==> src/status_pkg.sv <==
// Package for the function status register: offsets, field positions, reset values.
// Assumes a 16-bit configuration data path with byte enables, PCI clock domain only.
package status_pkg;
  localparam logic [7:0] STATUS_OFFSET = 8'h06;
  localparam logic [7:0] COMMAND_OFFSET = 8'h04;
  localparam logic [15:0] STATUS_RESET = 16'h0210;
  localparam int PAR_BIT = 15;
  localparam int SYSERR_BIT = 14;
  localparam int RECEIVED_MASTER_ABORT_BIT = 13;
  localparam int TABORT_RX_BIT = 12;
  localparam int TABORT_TX_BIT = 11;
  localparam int DATA_PARITY_REPORTED_BIT = 8;
  localparam int IRQ_PEND_BIT = 3;
  localparam int PARITY_RESPONSE_ENABLE_BIT = 6;
  localparam int SERR_EN_BIT = 8;
  localparam int IRQ_MASK_BIT = 10;
  localparam logic [1:0] SELECT_TIMING = 2'h1;
  // Mask of the clearable event flags
  localparam logic [15:0] CLEAR_MASK = 16'hf900;
  localparam logic [15:0] COMMAND_MASK = 16'h0540;

  typedef struct packed {
    logic addr_parity_err;
    logic data_parity_err;
    logic serr_driven;
    logic master_abort;
    logic target_abort_rx;
    logic target_abort_tx;
    logic perr_seen;
    logic master_phase;
  } bus_events_s;

  typedef struct packed {
    logic wr;
    logic [7:0] addr;
    logic [1:0] be;
    logic [15:0] wdata;
  } cfg_req_s;
endpackage

==> src/event_flag.sv <==
// Single sticky event flag with write-one-to-clear; set wins over clear.
// Assumes set and clear are single-cycle qualified strobes in the clk domain.
`timescale 1ns/1ns
module event_flag (
  input wire logic clk,
  input wire logic rst_n,
  input wire logic set,
  input wire logic clear,
  output logic flag
);
  always_ff @(posedge clk or negedge rst_n) begin
    if (!rst_n) begin
      flag <= 1'b0;
    end else if (set) begin
      flag <= 1'b1;
    end else if (clear) begin
      flag <= 1'b0;
    end
  end
endmodule // event_flag

==> src/pci_function_status_register.sv <==
// Status register of the flash media function plus the command bits it depends on.
// Assumes configuration writes/reads arrive as one-cycle requests on the PCI clock.
`timescale 1ns/1ns

////////////////////////////////////////////////////////////////////////////////
// Function
// - Writing one to a clearable status bit clears it
// - Writing zero to any status bit leaves it unchanged
// - Bit 15 sets on address or data parity error
// - Bit 14 sets when system error enabled and error driven
// - Bit 13 sets when own master cycle ends in master abort
// - Bit 12 sets when own master cycle gets target abort
// - Bit 11 sets when acting target ends cycle with target abort
// - Bits 10:9 read constant 01b, medium select timing
// - Bit 8 sets on PERR while master with parity response enabled
// - Bit 7 always reads zero, no back-to-back
// - Bit 6 always reads zero, no user features
// - Bit 5 always reads zero, 33 MHz maximum
// - Bit 4 always reads one, capability chain present
// - INTx asserted only while pending set and mask clear
// - Mask does not alter pending bit
// - Pending set only for enabled valid interrupt conditions
// - Bits 2:0 read zero, writes ignored
// - Command bit 10 blocks INTx, resets to zero
// - Command bit 8 enables system error driver after address parity
module pci_function_status_register
  import status_pkg::*;
(
  input wire logic clk,
  input wire logic rst_n,
  input wire cfg_req_s cfg_req,
  input wire logic cfg_valid,
  output logic [15:0] cfg_rdata,
  output logic cfg_ack,
  input wire bus_events_s bus_events,
  input wire logic [7:0] irq_sources,
  input wire logic [7:0] irq_enables,
  output logic intx_n,
  output logic serr_request,
  output logic [15:0] status_value,
  output logic [15:0] command_bits
);

  ////////////////////////////////////////////////////////////////////////////
  // Decode
  function automatic logic hits(input cfg_req_s r, input logic [7:0] off);
    return r.addr == off;
  endfunction

  logic status_wr;
  logic command_wr;
  logic [15:0] lane_mask;
  logic [15:0] clear_bits;
  assign lane_mask = {{8{cfg_req.be[1]}}, {8{cfg_req.be[0]}}};
  assign status_wr = cfg_valid && cfg_req.wr && hits(cfg_req, STATUS_OFFSET);
  assign command_wr = cfg_valid && cfg_req.wr && hits(cfg_req, COMMAND_OFFSET);
  // Only ones on enabled lanes of clearable positions clear anything
  assign clear_bits = status_wr ? (cfg_req.wdata & lane_mask & CLEAR_MASK) : 16'h0000;

  ////////////////////////////////////////////////////////////////////////////
  // Command bits joined here
  logic parity_response_enable;
  logic system_error_enable;
  logic irq_mask;

  always_ff @(posedge clk or negedge rst_n) begin
    if (!rst_n) begin
      parity_response_enable <= 1'b0;
      system_error_enable <= 1'b0;
      irq_mask <= 1'b0;
    end else if (command_wr) begin
      if (cfg_req.be[0]) begin
        parity_response_enable <= cfg_req.wdata[PARITY_RESPONSE_ENABLE_BIT];
      end
      if (cfg_req.be[1]) begin
        system_error_enable <= cfg_req.wdata[SERR_EN_BIT];
        irq_mask <= cfg_req.wdata[IRQ_MASK_BIT];
      end
    end
  end

  ////////////////////////////////////////////////////////////////////////////
  // Event flags
  logic [5:0] set_ev;
  logic [5:0] flags;
  localparam int FLAG_POS [6] = '{PAR_BIT, SYSERR_BIT, RECEIVED_MASTER_ABORT_BIT, TABORT_RX_BIT,
                                   TABORT_TX_BIT, DATA_PARITY_REPORTED_BIT};

  assign set_ev[0] = bus_events.addr_parity_err || bus_events.data_parity_err;
  assign set_ev[1] = system_error_enable && bus_events.serr_driven;
  assign set_ev[2] = bus_events.master_abort;
  assign set_ev[3] = bus_events.target_abort_rx;
  assign set_ev[4] = bus_events.target_abort_tx;
  assign set_ev[5] = bus_events.perr_seen && bus_events.master_phase
                     && parity_response_enable;

  generate
    for (genvar i = 0; i < 6; i++) begin : g_flag
      event_flag u_flag (
        .clk(clk),
        .rst_n(rst_n),
        .set(set_ev[i]),
        .clear(clear_bits[FLAG_POS[i]]),
        .flag(flags[i])
      );
    end
  endgenerate

  // System error driver only fires from address parity when enabled
  always_ff @(posedge clk or negedge rst_n) begin
    if (!rst_n) begin
      serr_request <= 1'b0;
    end else begin
      serr_request <= system_error_enable && bus_events.addr_parity_err;
    end
  end

  ////////////////////////////////////////////////////////////////////////////
  // Interrupt pending tracks enabled conditions only; mask does not enter
  logic irq_pending;
  logic irq_wanted;
  logic next_irq_mask;
  assign irq_wanted = |(irq_sources & irq_enables);
  // A mask write acts on INTx at the edge it lands, so the pin never lags the mask
  assign next_irq_mask = (command_wr && cfg_req.be[1]) ? cfg_req.wdata[IRQ_MASK_BIT]
                                                       : irq_mask;

  always_ff @(posedge clk or negedge rst_n) begin
    if (!rst_n) begin
      irq_pending <= 1'b0;
    end else begin
      irq_pending <= irq_wanted;
    end
  end

  always_ff @(posedge clk or negedge rst_n) begin
    if (!rst_n) begin
      intx_n <= 1'b1;
    end else begin
      intx_n <= !(irq_wanted && !next_irq_mask);
    end
  end

  ////////////////////////////////////////////////////////////////////////////
  // Read image
  always_comb begin
    status_value = 16'h0000;
    status_value[PAR_BIT] = flags[0];
    status_value[SYSERR_BIT] = flags[1];
    status_value[RECEIVED_MASTER_ABORT_BIT] = flags[2];
    status_value[TABORT_RX_BIT] = flags[3];
    status_value[TABORT_TX_BIT] = flags[4];
    status_value[DATA_PARITY_REPORTED_BIT] = flags[5];
    status_value[10:9] = SELECT_TIMING;
    status_value[4] = STATUS_RESET[4];
    status_value[IRQ_PEND_BIT] = irq_pending;
  end

  always_comb begin
    command_bits = 16'h0000;
    command_bits[PARITY_RESPONSE_ENABLE_BIT] = parity_response_enable;
    command_bits[SERR_EN_BIT] = system_error_enable;
    command_bits[IRQ_MASK_BIT] = irq_mask;
  end

  always_ff @(posedge clk or negedge rst_n) begin
    if (!rst_n) begin
      cfg_rdata <= 16'h0000;
      cfg_ack <= 1'b0;
    end else begin
      cfg_ack <= cfg_valid;
      if (cfg_valid && !cfg_req.wr) begin
        if (hits(cfg_req, STATUS_OFFSET)) begin
          cfg_rdata <= status_value & lane_mask;
        end else if (hits(cfg_req, COMMAND_OFFSET)) begin
          cfg_rdata <= command_bits & lane_mask;
        end else begin
          cfg_rdata <= 16'h0000;
        end
      end
    end
  end

  // Per flag at the image: a write of one clears it unless its own event fires too
  generate
    for (genvar k = 0; k < 6; k++) begin : g_flag_check

    end
  endgenerate
endmodule // pci_function_status_register

==> config.mk <==
export PLATFORM = sky130hd
export DESIGN_NAME = pci_function_status_register
export DESIGN_NICKNAME = d
export VERILOG_FILES = /design/src/status_pkg.sv /design/src/event_flag.sv /design/src/pci_function_status_register.sv
export SDC_FILE = /design/constraint.sdc
export NUM_CORES = 1
export LEC_CHECK = 0
export ABC_AREA = 1
export BUFFER_PORTS_ARGS = -buffer_cell sky130_fd_sc_hd__buf_4
export CORE_MARGIN = 5
export CORE_UTILIZATION = 40
export DETAILED_ROUTE_END_ITERATION = 8
export PLACE_DENSITY = 0.79
export REMOVE_ABC_BUFFERS = 1
export SLEW_MARGIN = 5
export SYNTH_ARGS = -nofsm -noshare
export SYNTH_HDL_FRONTEND = slang
export SYNTH_SLANG_ARGS = --single-unit
==> constraint.sdc <==
create_clock -name clk -period 0.97 [get_ports clk]
set_input_delay 0.1455 -clock clk [delete_from_list [all_inputs] [get_ports clk]]
set_output_delay 0.1455 -clock clk [all_outputs]
set_load 0.01 [all_outputs]
======== Word-level counts from Yosys, hierarchy flattened ========
Cells that the tools add are included.
word-level totals
  register bits ........................... 29
  output and inout port bits .............. 51
  logic and storage cells ................. 59
operators by class
  equality and inequality tests ........... 2
  mux-type cells .......................... 16
  bitwise operators ....................... 4
  reductions and logical operators ........ 23
operator list
  kind                count
  $mux 16             3
  $and 16x16->16      2
  $and 11x16->16      1
  $eq 8x3->1 const B  2
  $mux 1              13
  $reduce_bool 2->1   6
  $logic_and 1x1->1   10
  $and 8x8->8         1
  $reduce_or 8->1     1
  $reduce_and 2->1    2
  $logic_not 1->1     3
  $logic_or 1x1->1    1

======== Logic depth before layout (Yosys ltp) ========
Gate-level depths: netlist of run 1.
  depth in word-level cells ............... 7
  gate-level depth with buffers ........... 7

======== Modules after synthesis ========
A second synthesis of run 1 with hierarchy kept.
unflattened totals
  cell total of the unflattened synthesis .. 175
  area, all modules ....................... 1446.4 um^2
modules (own cells, without submodules)
  module                        times used  cells an instance  area an instance (um^2)  sequential area each (um^2)
  pci_function_status_register  1           145                1206.2                   451.7
  event_flag                    6           5                  40.0                     25.0

======== Least setup slack after synthesis of run 1 ========
Ideal clock, no wire load.
  path type ............................... input port to flip-flop
  from .................................... in cfg_req[25] in the netlist's numbering
  to ...................................... reg irq_mask
  arrival ................................. 0.749 ns
  required time ........................... 0.851 ns
  setup slack ............................. 0.102 ns
  stages on the path ...................... 6
  buffers on the path ..................... 0
  cell sequence ........................... nor2_1 nand2_2 nor2_4 nand3_2 nand2_1 nand2_1
between the ends
  word-level cells in the longest chain between the ends .. 3
ends and longest elaborated chain
  what                        RTL line                            RTL
  start: declaration          pci_function_status_register.sv:31  input wire cfg_req_s cfg_req,
  $eq 8x3->1                  pci_function_status_register.sv:47  return r.addr == off;
  $logic_and 1x1->1           pci_function_status_register.sv:56  assign command_wr = cfg_valid && cfg_req.wr && hits(cfg_req, COMMAND_OFFSET);
  $reduce_and 2->1 (no line)  --
  end signal: assignment      pci_function_status_register.sv:77  irq_mask <= cfg_req.wdata[IRQ_MASK_BIT];
  end: declaration            pci_function_status_register.sv:64  logic irq_mask;
Every way passes these cells.
A chain may end at the register's enable or synchronous reset.

======== Worst setup path after layout of run 1 ========
  from .................................... reg intx_n
  to ...................................... out intx_n
RTL lines
  what                      RTL line                             RTL
  start: declaration        pci_function_status_register.sv:38   output logic intx_n,
  start signal: assignment  pci_function_status_register.sv:140  intx_n <= !(irq_wanted && !next_irq_mask);
No word-level cell between the ends.

==> results of run 1 <==
power breakdown:
part	switching [mW]	internal, mW	total [mW]
Clock	0.290	0.229	0.519
Combinational	0.224	0.254	0.478
Sequential	0.0228	1.03	1.06
cell type report:
type / instances / area [um^2]
Clock buffer: 4 / 36.3
Tap cell: 46 / 57.6
Inverter: 23 / 86.3
Multi-Input combinational cell: 116 / 567
Timing Repair Buffer: 99 / 838
Fill cell: 293 / 1230
Sequential cell: 24 / 602
layout by cell type (no fill, tap or decap), types with 2 or more instances in the layout:
cell           netlist  routed
conb_1               2      27
dlygate4sd3_1        0       2
dfrtp_1             23      23
o21ai_2              5       5
buf_6                0      24
nand3_1             19      19
clkbuf_4             0       3
o21ai_1              2       2
nand2_2              2       2
nor2_4               2       2
inv_1               22      22
buf_4               37      73
nand4_1              5       5
nor2_1               6       6
nand2_1             41      41
state kept, by name (all words and copies together), names as in the netlist:
name                    cells
system_error_enable         1
intx_n                      1
irq_pending                 1
g_flag.u_flag.flag          6
cfg_rdata                  11
serr_request                1
irq_mask                    1
parity_response_enable      1
cfg_ack                     1
tightest hold or removal path, stage by stage:
cell and delay [ps]:
buf_4 80, nand2_1 40, inv_1 40
cells by family after synthesis:
group | after synthesis | synth area share, %
compound gates | 9 | 4.66
other cells | 2 | 0.518
simple gates | 80 | 27.5
buf+inv | 62 | 25.8
flops | 24 | 41.5
through the flow:
| step | hold WS, ps | cell area [um^2] | TNS [ps] | worst slack, ps | cells |
|---|---|---|---|---|---|
| after global routing | 24.0 | 2190 | -1350 | -151 | 312 |
| after global placement | 61.5 | 1850 | -1450 | -101 | 281 |
| after floorplan | -150 | 1250 | 0 | 87.4 | 163 |
| final | 21.3 | 2190 | -659 | -123 | 312 |
| after detailed placement | 62.4 | 1850 | -1610 | -111 | 281 |
| after CTS | 13.5 | 2130 | -885 | -136 | 305 |
metal layers:
metal	vias to the layer above	track usage, %	wire, um
li1	666	-	-
met1	590	16.8	1400
met2	64	25.1	1750
met3	6	1.72	292
met4	0	7.02	67
met5	-	0	0
timing repair:
action | CTS | global route
gates resized for setup | 24 | 0
hold endpoints to repair | 25 | 0
endpoints found under the setup margin | 24 | 24
setup buffers | 18 | 7
hold buffers | 2 | 0
path summary, 6_finish.rpt:
| check | startpoint | endpoint | slack [ps] | depth (start not counted) |
|---|---|---|---|---|
| min | bus_events[7] | serr_request | 20 | 3 |
| min in group asynchronous | rst_n | cfg_rdata[3] | 250 | 2 |
| min reg2reg | cfg_rdata[12] | cfg_rdata[12] | 520 | 2 |
| max in group asynchronous | rst_n | intx_n | 430 | 2 |
| max reg2reg | irq_mask | cfg_rdata[10] | 30 | 4 |
| max | intx_n | intx_n | -120 | 1 |
==> metrics.txt, run 1 <==
# TYPE chip_impl_metric gauge
chip_impl_info{name="worst-setup-path-type",value="reg2out"} 1
chip_impl_metric{name="vias_per_cell",unit=""} 4.25
chip_impl_metric{name="layout_worst_path_cycle_share",unit="%"} 113
chip_impl_info{name="status",value="finished, violations left"} 1
chip_impl_info{name="crit_chain",value="buf_6"} 1
chip_impl_metric{name="maxCapViolCount",unit=""} 0
chip_impl_info{name="worst_hold_path_type",value="in2reg"} 1
chip_impl_metric{name="via_count",unit=""} 1326
chip_impl_metric{name="grt_pass1_vias",unit=""} 1294
chip_impl_metric{name="synth.avg_cell_area",unit="um^2"} 8.19
chip_impl_metric{name="cts_buffers",unit=""} 3
chip_impl_metric{name="synth_edf_count",unit=""} 0
chip_impl_metric{name="required",unit="ps"} 820
chip_impl_metric{name="yosysSeqAreaShare",unit="%"} 41.5
chip_impl_metric{name="syn2layout_area_growth",unit="%"} 51.0
chip_impl_metric{name="antennaDiodeCount",unit=""} 0
chip_impl_metric{name="clkSinkCount",unit=""} 24
chip_impl_metric{name="floorplan.initialDensity",unit="%"} 42.4
chip_impl_metric{name="ys_seq_elements",unit=""} 24
chip_impl_metric{name="synthDominantCellAreaShare",unit="%"} 39.7
chip_impl_metric{name="core.rowCount",unit=""} 21
chip_impl_metric{name="coreArea",unit="um^2"} 3420
chip_impl_metric{name="layout.core_utilization",unit="%"} 64.0
chip_impl_metric{name="synthArstFlopShare",unit="%"} 100
chip_impl_metric{name="router_iterations_before_antenna_repair",unit=""} 4
chip_impl_metric{name="fp.dieArea",unit="um^2"} 4930
chip_impl_info{name="cpMaxStageDelayCell",value="dfstp_2"} 1
chip_impl_metric{name="global_route.usage.total",unit="%"} 14.2
chip_impl_metric{name="grt_max_degree",unit=""} 25
chip_impl_info{name="worst_setup_path_start_kind",value="flip-flop"} 1
chip_impl_metric{name="drc",unit=""} 0
chip_impl_metric{name="power.static_leakage",unit="nW"} 1.28
chip_impl_metric{name="overflow",unit=""} 0
chip_impl_info{name="failed_checks",value="setup timing"} 1
chip_impl_metric{name="clkLatencyLatePin",unit="ps"} 310
chip_impl_info{name="synth.cells.most_frequent",value="nand2_1 (41), buf_4 (37), dfrtp_1 (23), inv_1 (22), nand3_1 (19)"} 1
chip_impl_metric{name="clk_pin_slew_worst_paths",unit="ps"} 130
chip_impl_metric{name="finalPower",unit="mW"} 2.05
chip_impl_metric{name="fin_skew",unit="ps"} 1.27
chip_impl_metric{name="ir_drop",unit="mV"} 0.507
chip_impl_metric{name="synth.cell_area",unit="um^2"} 1450
chip_impl_metric{name="die_width",unit="um"} 70.2
chip_impl_metric{name="wire_length_of_the_first_global_routing_pass",unit="um"} 5620
chip_impl_metric{name="final.min_clock_period",unit="ps"} 1090
chip_impl_metric{name="finalWirelength",unit="um"} 3500
chip_impl_info{name="cts_root_buf",value="clkbuf_4"} 1
chip_impl_metric{name="finalWorstSetupSlack",unit="ps"} -123
chip_impl_metric{name="htree_levels",unit=""} 1
chip_impl_metric{name="crit_path_max_fanout",unit=""} 1
chip_impl_metric{name="place.port_buffers",unit=""} 69
chip_impl_metric{name="layout-drive-gt1-share",unit="%"} 43.6
chip_impl_info{name="grt_setup_unrepaired",value="yes"} 1
chip_impl_info{name="critical_path.top_delay_family",value="flip-flops"} 1
chip_impl_metric{name="critical_path_arrival",unit="ps"} 950
chip_impl_info{name="tritoncts",value="built"} 1
chip_impl_metric{name="finalHoldViolations",unit=""} 0
chip_impl_metric{name="buffers_inverters_on_critical_path",unit=""} 1
chip_impl_metric{name="synth.yosys.warnings",unit=""} 0
chip_impl_info{name="synth.top_cells.by_area",value="dfrtp_1 (40%), buf_4 (19%), nand2_1 (11%)"} 1
chip_impl_metric{name="antenna_left",unit=""} 0
chip_impl_metric{name="drv_slew",unit=""} 0
chip_impl_metric{name="power_density",unit="nW/um^2"} 939
chip_impl_info{name="timing.critical_path.to_type",value="output pin"} 1
chip_impl_metric{name="boundaryPins",unit=""} 105
chip_impl_metric{name="die_y",unit="um"} 70.2
chip_impl_info{name="yosys_most_used_dff",value="dfrtp_1"} 1
chip_impl_metric{name="ys_types",unit=""} 22
chip_impl_info{name="post-synth-top-area-cell",value="dfrtp_1"} 1
chip_impl_info{name="post-synth-top-count-cell",value="nand2_1"} 1
chip_impl_metric{name="grt_antenna_before_repair",unit=""} 0
chip_impl_metric{name="finalSetupViolCount",unit=""} 22
chip_impl_metric{name="post-dp-hpwl",unit="um"} 2720
chip_impl_metric{name="cts.path.max_buffers",unit=""} 2
chip_impl_metric{name="achievable-frequency",unit="MHz"} 915
chip_impl_metric{name="syn-instance-count",unit=""} 177
chip_impl_metric{name="routedWlPerCell",unit="um"} 11.2
chip_impl_metric{name="gpl.final_weighted_congestion",unit=""} 0.795
chip_impl_metric{name="num-nets-final",unit=""} 321
chip_impl_metric{name="timing.critical_path.slowest_cell_delay",unit="ps"} 550
chip_impl_metric{name="drtIter0Drc",unit=""} 38
No activity file was read; power rests on OpenSTA's default activity.
==> run 2: changes to the inputs <==
- SKIP_CTS_REPAIR_TIMING: default -> 1
==> run 2 against run 1 <==
  * The flow still finishes with violations (setup timing)
  * Non-clock buffer count fell by 6
  * Routed wire length fell by 1.1%
  * Die area did not move
  * Worst hold slack got worse by 9.8 ps
  * Final area fell by 2.0%
  * Clock-buffer cell count did not move
  * Final cell count fell by 1.9%
  * Register-to-register slack improved by 70 ps
  * Power rose by 0.64%
  * Sequential cell count did not move
  * Sequential power barely moved
  * Critical endpoint unchanged
  * Largest cell class unchanged
  * Highest routed layer unchanged
==> metrics.txt, run 2 (synthesis gave the netlist of run 1 again) <==
# TYPE chip_impl_metric gauge
chip_impl_metric{name="coreArea",unit="um^2"} 3420
chip_impl_metric{name="timing.critical_path.slowest_cell_delay",unit="ps"} 550
chip_impl_info{name="reg2reg_from",value="parity_response_enable"} 1
chip_impl_info{name="min_from",value="bus_events[7]"} 1
chip_impl_info{name="hold_path_end",value="serr_request"} 1
chip_impl_info{name="layout.cells.most_common",value="buf_4"} 1
chip_impl_info{name="worst-setup-path-type",value="reg2out"} 1
chip_impl_metric{name="floorplan.initialDensity",unit="%"} 42.4
chip_impl_info{name="status",value="finished, violations left"} 1
chip_impl_metric{name="crit_path_max_fanout",unit=""} 1
chip_impl_metric{name="final.min_clock_period",unit="ps"} 1100
chip_impl_metric{name="fin_skew",unit="ps"} 3.88
chip_impl_metric{name="finalWirelength",unit="um"} 3470
chip_impl_metric{name="wl_met3",unit="um"} 279
chip_impl_metric{name="required",unit="ps"} 820
chip_impl_info{name="cpMaxStageDelayCell",value="dfstp_2"} 1
chip_impl_metric{name="layout-drive-gt1-share",unit="%"} 42.7
chip_impl_metric{name="post-dp-hpwl",unit="um"} 2720
chip_impl_metric{name="gpl.final_weighted_congestion",unit=""} 0.795
chip_impl_metric{name="global_route.usage.total",unit="%"} 13.1
chip_impl_metric{name="post_route_insts_no_fill",unit=""} 306
chip_impl_metric{name="placement.setup.worst_slack",unit="ps"} -111
chip_impl_metric{name="fin_area",unit="um^2"} 2140
chip_impl_metric{name="numPlacedInstances",unit=""} 281
chip_impl_info{name="worst_setup_path_start_kind",value="flip-flop"} 1
chip_impl_metric{name="routedLengthMet1",unit="um"} 1370
chip_impl_info{name="highest_count_cells_in_the_layout_ignoring_fill_and_taps",value="buf_4 (67), nand2_1 (41), conb_1 (27)"} 1
chip_impl_metric{name="cts.path.max_buffers",unit=""} 2
chip_impl_metric{name="ir_drop",unit="mV"} 0.477
chip_impl_metric{name="syn2layout_area_growth",unit="%"} 47.9
chip_impl_metric{name="cts_buffers",unit=""} 3
chip_impl_info{name="critical_path.top_delay_family",value="flip-flops"} 1
chip_impl_metric{name="die_y",unit="um"} 70.2
chip_impl_info{name="registers_with_the_most_flip_flops",value="cfg_rdata: 11 flops, g_flag.u_flag.flag: 6 flops"} 1
chip_impl_metric{name="routedWlPerCell",unit="um"} 11.3
chip_impl_metric{name="drc",unit=""} 0
chip_impl_metric{name="wire_length_of_the_first_global_routing_pass",unit="um"} 5230
chip_impl_metric{name="layout_worst_path_cycle_share",unit="%"} 114
chip_impl_metric{name="overflow",unit=""} 0
chip_impl_info{name="timing.critical_path.to_type",value="output pin"} 1
chip_impl_metric{name="clkLatencyLatePin",unit="ps"} 320
chip_impl_metric{name="tns",unit="ps"} -906
chip_impl_metric{name="setup.reg_to_reg.worst_slack",unit="ps"} 100
chip_impl_info{name="grt_setup_unrepaired",value="yes"} 1
chip_impl_metric{name="layout.core_utilization",unit="%"} 62.7
chip_impl_metric{name="num-nets-final",unit=""} 315
chip_impl_metric{name="maxCapViolCount",unit=""} 0
chip_impl_info{name="worst_hold_path_type",value="in2reg"} 1
chip_impl_metric{name="core.rowCount",unit=""} 21
chip_impl_metric{name="grt_antenna_before_repair",unit=""} 0
chip_impl_info{name="cts_root_buf",value="clkbuf_4"} 1
chip_impl_info{name="tritoncts",value="built"} 1
chip_impl_metric{name="finalSetupViolCount",unit=""} 23
chip_impl_metric{name="ff2ff_path_depth",unit=""} 4
chip_impl_metric{name="router_iterations_before_antenna_repair",unit=""} 4
chip_impl_metric{name="finalPower",unit="mW"} 2.07
chip_impl_metric{name="vias_per_cell",unit=""} 4.29
chip_impl_metric{name="finalHoldViolations",unit=""} 0
chip_impl_metric{name="power_density",unit="nW/um^2"} 964
chip_impl_metric{name="buffers_inverters_on_critical_path",unit=""} 1
chip_impl_metric{name="antennaDiodeCount",unit=""} 0
chip_impl_metric{name="antenna_left",unit=""} 0
chip_impl_info{name="crit_chain",value="buf_6"} 1
chip_impl_metric{name="power.static_leakage",unit="nW"} 1.24
chip_impl_metric{name="clkSinkCount",unit=""} 24
chip_impl_metric{name="finalWorstSetupSlack",unit="ps"} -133
chip_impl_metric{name="die_width",unit="um"} 70.2
chip_impl_metric{name="fp.dieArea",unit="um^2"} 4930
chip_impl_metric{name="drtIter0Drc",unit=""} 36
chip_impl_info{name="max_flop_register",value="cfg_rdata"} 1
chip_impl_metric{name="boundaryPins",unit=""} 105
chip_impl_info{name="r2r_end",value="g_flag[5].u_flag.flag"} 1
chip_impl_metric{name="clk_pin_slew_worst_paths",unit="ps"} 130
chip_impl_info{name="maxUsedRoutingLayer",value="met4"} 1
chip_impl_metric{name="largest_register_ff_count",unit=""} 11
chip_impl_metric{name="drv_slew",unit=""} 0
chip_impl_metric{name="route.met2.wl",unit="um"} 1730
chip_impl_metric{name="htree_levels",unit=""} 1
chip_impl_info{name="failed_checks",value="setup timing"} 1
chip_impl_metric{name="grt_max_degree",unit=""} 25
chip_impl_metric{name="grt_pass1_vias",unit=""} 1216
chip_impl_metric{name="achievable-frequency",unit="MHz"} 906
chip_impl_metric{name="min_delay_path_depth",unit=""} 3
chip_impl_metric{name="final.hold.worst_slack",unit="ps"} 11.4
chip_impl_metric{name="total_placed_instance_area",unit="um^2"} 1850
chip_impl_metric{name="via_count",unit=""} 1313
chip_impl_metric{name="critical_path_arrival",unit="ps"} 960
chip_impl_metric{name="place.port_buffers",unit=""} 69
[run 2: layout make-up]
class                   instances  area (um^2)
multi-input cells             116          567
flip-flops and latches         24          603
fillers                       304         1270
inverters                      23         86.3
well taps                      46         57.6
repair buffers                 93          793
clock buffers                   4         36.3
[run 2: metal layers]
metal  up-vias  GRT usage (%)
li1        654              -
met1       590           15.5
met2        61           22.6
met3         8           2.30
met4         0           7.02
met5         -              0
[run 2: worst max path at each step]
| stage | from | endpoint | cells past startpoint |
|---|---|---|---|
| after floorplan | cfg_valid | cfg_rdata[4] | 5 |
| after global placement | cfg_req[25] | g_flag[2].u_flag.flag | 7 |
| after detailed placement | cfg_req[25] | irq_mask | 7 |
| after CTS | intx_n | intx_n | 1 |
| after global routing | intx_n | intx_n | 1 |
| final | intx_n | intx_n | 1 |
[run 2: where the power goes]
part | internal, mW | switching [mW]
clock | 0.229 | 0.299
combinational | 0.255 | 0.224
sequential | 1.03 | 0.0256
total | 1.52 | 0.549
